<file path="src/inc/timer_module_map.vh">
`ifndef TIMER_MODULE_MAP_VH
`define TIMER_MODULE_MAP_VH

// configuration codes
`define CFG_32_TIMER 3'h0
`define CFG_32_RTC 3'h1
`define CFG_16_SPLIT 3'h4

// counter mode field codes
`define MODE_ONE_SHOT 2'h1
`define MODE_PERIODIC 2'h2

// reset values and the first clock-mode count
`define COUNT_RESET 16'hffff
`define LOAD_RESET 16'hffff
`define PRESCALE_RESET 8'h00
`define RTC_FIRST_LOAD 32'h00000001

// real-time clock divider: 32768 input edges per second
`define RTC_DIV_LAST 15'h7fff

// interrupt bit positions
`define IRQ_A_TIMEOUT 0
`define IRQ_RTC 3
`define IRQ_B_TIMEOUT 8

`endif

</file>
<file path="src/hw/timer_module.v">
`include "timer_module_map.vh"

module timer_module (
  // clock, reset, enable
  input wire clk_sys,
  input wire rst,
  input wire ce,
  // configuration
  input wire [2:0] timer_configuration,
  input wire [1:0] counter_a_mode_field,
  input wire [1:0] counter_b_mode_field,
  input wire [7:0] counter_a_prescale,
  input wire [7:0] counter_b_prescale,
  // control writes
  input wire counter_a_enable_set,
  input wire counter_a_enable_clr,
  input wire counter_b_enable_set,
  input wire counter_b_enable_clr,
  input wire counter_a_debug_stall,
  input wire counter_b_debug_stall,
  input wire calendar_clock_enable,
  // load and match writes
  input wire [31:0] counter_a_interval_load,
  input wire counter_a_load_wr,
  input wire [15:0] counter_b_interval_load,
  input wire counter_b_load_wr,
  input wire [31:0] counter_a_match,
  input wire counter_a_match_wr,
  // interrupt mask and clear
  input wire [8:0] interrupt_mask,
  input wire [8:0] interrupt_clear,
  // debug and pin
  input wire cpu_halted,
  input wire capture_compare_pin,
  // status
  output reg counter_a_enable,
  output reg counter_b_enable,
  output reg [31:0] counter_a_value,
  output reg [15:0] counter_b_value,
  output reg [8:0] raw_interrupt_status,
  output reg [8:0] masked_interrupt_status,
  output reg controller_interrupt,
  output reg trigger_a,
  output reg trigger_b
);

  localparam ST_IDLE = 3'b001;
  localparam ST_TIMER = 3'b010;
  localparam ST_CLOCK = 3'b100;

  reg [2:0] state_reg;
  reg [2:0] state_next;
  reg [15:0] load_a_reg;
  reg [15:0] load_b_reg;
  reg [31:0] count_reg;
  reg [31:0] match_reg;
  reg rtc_seen_reg;
  reg [2:0] pin_sync_reg;
  reg [14:0] div_reg;
  reg tick_reg;
  reg ev_timeout_a;
  reg ev_rtc;
  reg clr_a_en;
  reg [8:0] raw_next;
  wire split = (timer_configuration == `CFG_16_SPLIT);
  wire [15:0] a_count;
  wire [15:0] b_count;
  wire [7:0] a_pre;
  wire [7:0] b_pre;
  wire a_to;
  wire b_to;
  wire a_dis;
  wire b_dis;
  wire stall_a = counter_a_debug_stall & cpu_halted;
  wire halt_any = (counter_a_debug_stall | counter_b_debug_stall) & cpu_halted;
  wire clock_run = counter_a_enable & (calendar_clock_enable | ~halt_any);
  wire [31:0] load_cat = {load_b_reg, load_a_reg};

  // mode decode
  always @* begin
    case (timer_configuration)
      `CFG_32_TIMER: state_next = ST_TIMER;
      `CFG_32_RTC: state_next = ST_CLOCK;
      default: state_next = ST_IDLE;
    endcase
  end

  // pin: two flops before logic, third for the edge
  always @(posedge clk_sys or posedge rst) begin
    if (rst) begin
      pin_sync_reg <= 3'b000;
      div_reg <= 15'h0000;
      tick_reg <= 1'b0;
    end else if (ce) begin
      pin_sync_reg <= {pin_sync_reg[1:0], capture_compare_pin};
      tick_reg <= 1'b0;
      if (state_reg != ST_CLOCK || !counter_a_enable) begin
        div_reg <= 15'h0000;
      end else if (pin_sync_reg[1] & ~pin_sync_reg[2]) begin
        div_reg <= div_reg + 15'h0001;
        tick_reg <= (div_reg == `RTC_DIV_LAST);
      end
    end
  end

  // split-mode counters
  half_counter u_half_a (
    .clk_sys(clk_sys), .rst(rst), .ce(ce),
    .active(split), .enable(counter_a_enable), .mode(counter_a_mode_field),
    .load(counter_a_interval_load[15:0]), .load_wr(counter_a_load_wr),
    .prescale(counter_a_prescale), .stall(stall_a),
    .count_reg(a_count), .pre_reg(a_pre),
    .timeout_pulse(a_to), .disable_pulse(a_dis)
  );

  half_counter u_half_b (
    .clk_sys(clk_sys), .rst(rst), .ce(ce),
    .active(split), .enable(counter_b_enable), .mode(counter_b_mode_field),
    .load(counter_b_interval_load), .load_wr(counter_b_load_wr),
    .prescale(counter_b_prescale), .stall(counter_b_debug_stall & cpu_halted),
    .count_reg(b_count), .pre_reg(b_pre),
    .timeout_pulse(b_to), .disable_pulse(b_dis)
  );

  // 32-bit engine
  always @(posedge clk_sys or posedge rst) begin
    if (rst) begin
      state_reg <= ST_IDLE;
      load_a_reg <= `LOAD_RESET;
      load_b_reg <= `LOAD_RESET;
      count_reg <= {`COUNT_RESET, `COUNT_RESET};
      match_reg <= 32'h00000000;
      rtc_seen_reg <= 1'b0;
      ev_timeout_a <= 1'b0;
      ev_rtc <= 1'b0;
      clr_a_en <= 1'b0;
    end else if (ce) begin
      state_reg <= state_next;
      ev_timeout_a <= 1'b0;
      ev_rtc <= 1'b0;
      clr_a_en <= 1'b0;
      if (counter_a_match_wr) begin
        match_reg <= counter_a_match;
      end
      if (counter_a_load_wr) begin
        load_a_reg <= counter_a_interval_load[15:0];
        if (!split) begin
          load_b_reg <= counter_a_interval_load[31:16];
        end
      end else if (counter_b_load_wr && split) begin
        load_b_reg <= counter_b_interval_load;
      end
      case (state_reg)
        ST_TIMER: begin
          if (counter_a_load_wr) begin
            count_reg <= counter_a_interval_load;
          // no step while the one-shot disable lands, so the count rests on its reload
          end else if (counter_a_enable && !stall_a && !clr_a_en) begin
            if (count_reg == 32'h00000000) begin
              count_reg <= load_cat;
              ev_timeout_a <= 1'b1;
              clr_a_en <= (counter_a_mode_field == `MODE_ONE_SHOT);
            end else begin
              count_reg <= count_reg - 32'h00000001;
            end
          end
        end
        ST_CLOCK: begin
          // the clock enable lets wall time run on through a debug halt
          if (state_reg != state_next) begin
            count_reg <= count_reg;
          end else if (!rtc_seen_reg) begin
            rtc_seen_reg <= 1'b1;
            count_reg <= `RTC_FIRST_LOAD;
          end else if (counter_a_match_wr && !counter_a_enable) begin
            count_reg <= counter_a_match;
          end else if (tick_reg && clock_run) begin
            if (count_reg == match_reg) begin
              count_reg <= 32'h00000000;
              ev_rtc <= 1'b1;
            end else begin
              count_reg <= count_reg + 32'h00000001;
            end
          end
        end
        ST_IDLE: begin
          count_reg <= count_reg;
        end
        default: begin
          count_reg <= count_reg;
        end
      endcase
    end
  end

  // flags: a hardware set wins over a same-cycle clear
  always @* begin
    raw_next = raw_interrupt_status & ~interrupt_clear;
    raw_next[`IRQ_A_TIMEOUT] = (raw_interrupt_status[`IRQ_A_TIMEOUT]
      & ~interrupt_clear[`IRQ_A_TIMEOUT]) | ev_timeout_a | a_to;
    raw_next[`IRQ_RTC] = (raw_interrupt_status[`IRQ_RTC]
      & ~interrupt_clear[`IRQ_RTC]) | ev_rtc;
    raw_next[`IRQ_B_TIMEOUT] = (raw_interrupt_status[`IRQ_B_TIMEOUT]
      & ~interrupt_clear[`IRQ_B_TIMEOUT]) | b_to;
  end

  // registered outputs
  always @(posedge clk_sys or posedge rst) begin
    if (rst) begin
      counter_a_enable <= 1'b0;
      counter_b_enable <= 1'b0;
      counter_a_value <= {`COUNT_RESET, `COUNT_RESET};
      counter_b_value <= `COUNT_RESET;
      raw_interrupt_status <= 9'h000;
      masked_interrupt_status <= 9'h000;
      controller_interrupt <= 1'b0;
      trigger_a <= 1'b0;
      trigger_b <= 1'b0;
    end else if (ce) begin
      if (counter_a_enable_set) begin
        counter_a_enable <= 1'b1;
      end else if (counter_a_enable_clr || clr_a_en || a_dis) begin
        counter_a_enable <= 1'b0;
      end
      if (counter_b_enable_set && split) begin
        counter_b_enable <= 1'b1;
      end else if (counter_b_enable_clr || b_dis || !split) begin
        counter_b_enable <= 1'b0;
      end
      if (split) begin
        counter_a_value <= {16'h0000, a_count};
        counter_b_value <= b_count;
      end else begin
        counter_a_value <= count_reg;
        counter_b_value <= count_reg[31:16];
      end
      raw_interrupt_status <= raw_next;
      masked_interrupt_status <= raw_next & interrupt_mask;
      controller_interrupt <= |(raw_next & interrupt_mask);
      trigger_a <= ev_timeout_a | a_to;
      trigger_b <= b_to;
    end
  end

endmodule

</file>
<file path="src/hw/half_counter.v">
`include "timer_module_map.vh"

// one 16-bit down-counter used in split configuration
module half_counter (
  // clock and reset
  input wire clk_sys,
  input wire rst,
  input wire ce,
  // control
  input wire active,
  input wire enable,
  input wire [1:0] mode,
  input wire [15:0] load,
  input wire load_wr,
  input wire [7:0] prescale,
  input wire stall,
  // status
  output reg [15:0] count_reg,
  output reg [7:0] pre_reg,
  output reg timeout_pulse,
  output reg disable_pulse
);

  always @(posedge clk_sys or posedge rst) begin
    if (rst) begin
      count_reg <= `COUNT_RESET;
      pre_reg <= `PRESCALE_RESET;
      timeout_pulse <= 1'b0;
      disable_pulse <= 1'b0;
    end else if (ce) begin
      timeout_pulse <= 1'b0;
      disable_pulse <= 1'b0;
      if (active && load_wr) begin
        count_reg <= load;
        pre_reg <= prescale;
      // the pulse blocks one step so a one-shot rests on its reload value
      end else if (active && enable && !stall && !disable_pulse) begin
        if (pre_reg != 8'h00) begin
          pre_reg <= pre_reg - 8'h01;
        end else if (count_reg == 16'h0000) begin
          count_reg <= load;
          pre_reg <= prescale;
          timeout_pulse <= 1'b1;
          disable_pulse <= (mode == `MODE_ONE_SHOT);
        end else begin
          count_reg <= count_reg - 16'h0001;
          pre_reg <= prescale;
        end
      end
    end
  end

endmodule

</file>
<file path="config.mk">
export PLATFORM = sky130hd
export DESIGN_NAME = timer_module
export DESIGN_NICKNAME = d
export VERILOG_FILES = /design/src/hw/timer_module.v /design/src/hw/half_counter.v
export VERILOG_INCLUDE_DIRS = /design/src /design/src/inc
export SDC_FILE = /design/constraint.sdc
export NUM_CORES = 1
export LEC_CHECK = 0
export ABC_AREA = 1
export BUFFER_PORTS_ARGS = -buffer_cell sky130_fd_sc_hd__buf_2
export CAP_MARGIN = 20
export CORE_MARGIN = 2
export CORE_UTILIZATION = 50
export CTS_CLUSTER_SIZE = 40
export DETAILED_ROUTE_END_ITERATION = 6
export PLACE_DENSITY = 0.72
export SLEW_MARGIN = 20
export SYNTH_ARGS = -nofsm -noshare
export SYNTH_HDL_FRONTEND = slang
export SYNTH_SLANG_ARGS = --single-unit
</file>
<file path="constraint.sdc">
create_clock -name clk_sys -period 13.8 [get_ports clk_sys]
set_input_delay 0.69 -clock clk_sys [delete_from_list [all_inputs] [get_ports clk_sys]]
set_output_delay 0.69 -clock clk_sys [all_outputs]
set_load 0.02 [all_outputs]
</file>
-- After elaboration in Yosys (flattened, before gate mapping)
Cells that the tools add are included.
- bits in registers: 245
- output and inout bits: 71
- input bits: 136
- multiplexer cells: 67
- $add $sub $neg: 7
- eq/ne operators: 16
- bitwise operators: 24
- reduce and logical (&&, ||, !) cells: 51
- operators with widths (kind ; number):
    $mux W32 ; 9
    $mux W16 ; 12
    $pmux W32 S2 ; 1
    $mux W8 ; 6
    $mux W1 ; 36
    $add A32 B1 Y32 const B ; 1
    $eq A32 B32 Y1 ; 1
    $logic_not A16 Y1 ; 2
    $logic_not A32 Y1 ; 1
    $sub A16 B1 Y16 const B ; 2
    $sub A32 B1 Y32 const B ; 1
    $mux W15 ; 2
    $reduce_bool A8 Y1 ; 2
    $sub A8 B1 Y8 const B ; 2
    $add A15 B1 Y15 const B ; 1
    $eq A15 B15 Y1 const B ; 1
    $reduce_and A2 Y1 ; 7
    $reduce_bool A2 Y1 ; 7
    $logic_and A1 B1 Y1 ; 13
    $reduce_and A3 Y1 ; 4
    $and A9 B9 Y9 ; 1
    $reduce_or A9 Y1 ; 1
    $and A1 B1 Y1 ; 8
    $and A8 B8 Y8 ; 1
    other kinds (17) ; 43

-- Depth between registers and ports, before layout
- depth after elaboration: 11
- depth in mapped cells: 16
- mapped depth without buffers: 15

-- By module
Synthesis repeated with hierarchy kept, for this count alone.
- cell total of the unflattened synthesis: 2374
- area, all modules: 16522.1 µm²
- by module, submodules not included (module ; cells each ; sequential area each (µm²) ; times used ; area an instance (µm²)):
    timer_module ; 1764 ; 4971.0 ; 1 ; 12348.1
    half_counter (u_half_b) ; 303 ; 670.6 ; 1 ; 2134.5
    half_counter (u_half_a) ; 307 ; 670.6 ; 1 ; 2039.5

-- Least setup slack after synthesis
OpenSTA, ideal clock, no wires.
- kind: input-to-reg
- from: input ce
- to: register count_reg[13]
- arrival: 1.786 ns
- path slack: 11.941 ns
- cell stages on the path: 10
- required time: 13.727 ns
- cell sequence: buf_4 > inv_2 > nor3_1 > a21oi_1 > a21oi_2 > nand2_4 > inv_2 > buf_4 > nor2_1 > a21oi_1
- word-level cells in the longest chain between the ends: 1
- RTL lines (element ; RTL line ; RTL):
    start, declared ; timer_module.v:7 ; input wire ce,
    $reduce_and A5 Y1 (no source line) ; - ;
    end signal, assigned ; timer_module.v:131 ; count_reg <= {`COUNT_RESET, `COUNT_RESET};
    end signal, assigned ; timer_module.v:156 ; count_reg <= counter_a_interval_load;
    end signal, assigned ; timer_module.v:160 ; count_reg <= load_cat;
    end, declared ; timer_module.v:55 ; reg [31:0] count_reg;
Every way passes these cells.
A chain may end at the register's enable or synchronous reset.

==> impl_results.md <==
- Clock Root Buffer: clkbuf_16
- Asr flop ratio synth: 100%
- Synth Net Count: 2307
- Latest clock arrival within the worst-skew pair: 0.56 ns
- Hold Crit Class: input pin to async pin
- TritonCTS buffer count: 29
- CP Launch Point: ce
- Tot GR Track Use: 30.7%
- Endpoints failing hold: 0
- Seq/Total Area, Yosys: 39.3%
- Crit Path Max Fanout: 81
- Clock Sinks: 245
- Crit path launch type: input pin
- Antenna violations before repair: 0
- Storage cell area: 6310 µm²
- Row count: 65
- Total Power: 0.00300 W
- Setup TNS: 0 ns
- Pin count of the biggest net entering global routing: 111
- Peak supply drop: 0.0000928 V
- DP Wirelength: 38400 µm
- Vias per inst: 5.59
- Starting Density: 50.8%
- GRT Residual Overflow: 0
- Clock Skew: 0.0138 ns
- Worst relative slew slack: 30.0%
- Max_cap viols: 0
- Area delta synth->final: 11.7%
- Util after Layout: 56.7%
- Core area: 31600 µm²
- Final worst-path cycle share: 26.1%
- Detail Route Antenna Nets: 0
- Slew @ Worst Pin: 1.04 ns
- Most common cell after layout, fill and taps aside: nand2_1
- Footprint of the multi-input gates: 8240 µm²
- Fillers: 3040
- Fraction of layout cells with a size suffix above 1: 25.2%
- H-Tree Level Count: 1
- Port Buf Inserts: 206
- Max Clock Freq: 277 MHz
- First-iteration detailed-routing DRC count: 1373
- I/O Pins: 207
- Fin crit period: 3.61 ns
- Setup violators final: 0
- Post-synth EDFFs: 0
- CTS tree: done
- Max Slew Vio Count: 0
- Post-synth top area cell: dfstp_2
- Leak: 8.62 nW
- RSZ-0062 raised after global routing: false
- YS warnings: 0
- Number of global-route vias before repair: 14300
- Die area: 33600 µm²
- First drt pass iteration count: 6
- First-pass GRT wire length: 80900 µm
- Post-CTS Setup Repair Bufs: 0
- Distinct cells, synth: 62
- Hold-fix buffers, CTS: 0
- Top-area cell type share of the netlist area: 23.7%
- Via count: 15200
- Critical path class: input pin to flip-flop
- Most used DFF post-synth: dfstp_2
- Max clock buf depth: 3
- Worst Setup End Kind: flip-flop
- Mapped cell area: 16100 µm²
- Synthesized flop and latch total: 245
- Synth Instances: 2159
- Die X: 183 µm
- CP required: 14.23 ns
- Final WL: 52000 µm
- Clock-pin slew on the worst setup and hold paths: 0.06 ns
- NumNets Final: 2442
- Commonest non-fill, non-tap cells in the layout: nand2_1 (631), nor2_1 (215), buf_2 (206)
- Reg2reg start: counter_a_enable$_DFFE_PP0P_
- Post-CTS Resized: 0
- GPL Wtd Cong: 0.992
- Outcome: complete, no violations
- DIE HEIGHT: 183 µm
- R2R Setup Slk: 10.52 ns
- Crit path DAT: 4.03 ns
- Remaining DRCs: 0
- Synth area leaders: dfstp_2 (24%), dfrtp_1 (16%), nand2_1 (15%), nor2_1 (5.0%), inv_1 (4.5%)
- WL per Instance: 19.1 µm
- Mean Syn Cell Area: 7.45 µm²
- PD cells: 167 nW/µm²
[layer usage]
layer  part of all wire (%)  routed length (µm)  up-vias  GRT usage (%)
met3                    6.9                3560      136           2.94
li1                       -                   -     7240              -
met5                      0                   0        -              0
met4                    5.5                2860        0           15.0
met1                     42               21900     7152           42.4
met2                     45               23700      669           48.6
[logic make-up after synthesis]
group	count (synthesis)	synth area share [%]
and+or+nand+nor	1135	32.1
buffers and inverters	329	9.51
DFF	245	39.3
AOI/OAI and AO/OA	348	12.9
adders and majority gates	12	0.934
xor gates and xnor gates	67	3.65
muxes	23	1.61
[final cells by class]
class	count	area share [%]
sequential	245	35.2
antenna	1	0.0139
tap	402	2.80
multi-input combinational	1585	45.9
timing repair buffer	214	6.08
inverter	219	4.62
clock buffer	44	4.69
clock inverter	9	0.704
[Yosys cell counts, types with 4 or more instances]
master      n
o21ai_2     5
a22oi_1    14
dfstp_2   145
o22ai_1    16
nand3_2    21
nand3b_1    7
nand2_2    22
nand2_4     7
nor2_8      5
nor4_1      5
clkbuf_1   34
inv_2      26
o21ai_0   137
o31ai_1     4
nor2_2     18
nor3_1     18
buf_6      18
nand2_1   631
buf_2      29
nand3_1   121
o21ai_1    12
mux2_2     23
a21oi_1    82
xor2_1     43
dfrtp_1   100
o221ai_1   21
buf_1       7
and2_1      4
a21oi_2    22
buf_4      16
xnor2_1    24
nand4_1    28
a31oi_1    14
nor2_4     19
inv_1     193
ha_1       12
nor2_1    216
o211ai_1    5
[final timing paths]
| path | to | cells past startpoint |
|---|---|---|
| setup / recovery | counter_b_value[5]$_DFFE_PP1P_ | 6 |
| hold / removal | u_half_b.pre_reg[4]$_DFFE_PP0P_ | 2 |
| setup reg to reg | count_reg[3]$_DFFE_PP1P_ | 11 |
| hold reg to reg | u_half_a.count_reg[13]$_DFFE_PP1P_ | 2 |
| max in group asynchronous | controller_interrupt$_DFFE_PP0P_ | 3 |
| min in group clk_sys | raw_interrupt_status[1]$_DFFE_PP0P_ | 2 |
[worst max-delay path, stage by stage]
cell      delay [ns]
buf_2           0.53
inv_2           0.11
buf_4           0.39
nor2_1          0.68
clkinv_1        1.05
o221ai_1        0.54
[through the flow]
stage	cells	hold WS, ns	area (µm²)	setup slack (ns)
after floorplan	2159	0.442	16100	6.62
after global placement	2665	0.457	17000	10.23
after detailed placement	2665	0.463	17000	10.19
after CTS	2718	0.296	17900	10.57
after global routing	2718	0.306	17900	9.84
final	2719	0.269	17900	10.19
[power by group]
group	internal, W	switching, W
registers	0.000953	0.000264
clock network	0.000474	0.000317
logic	0.000344	0.000646
(Power assumes the default switching activity.)
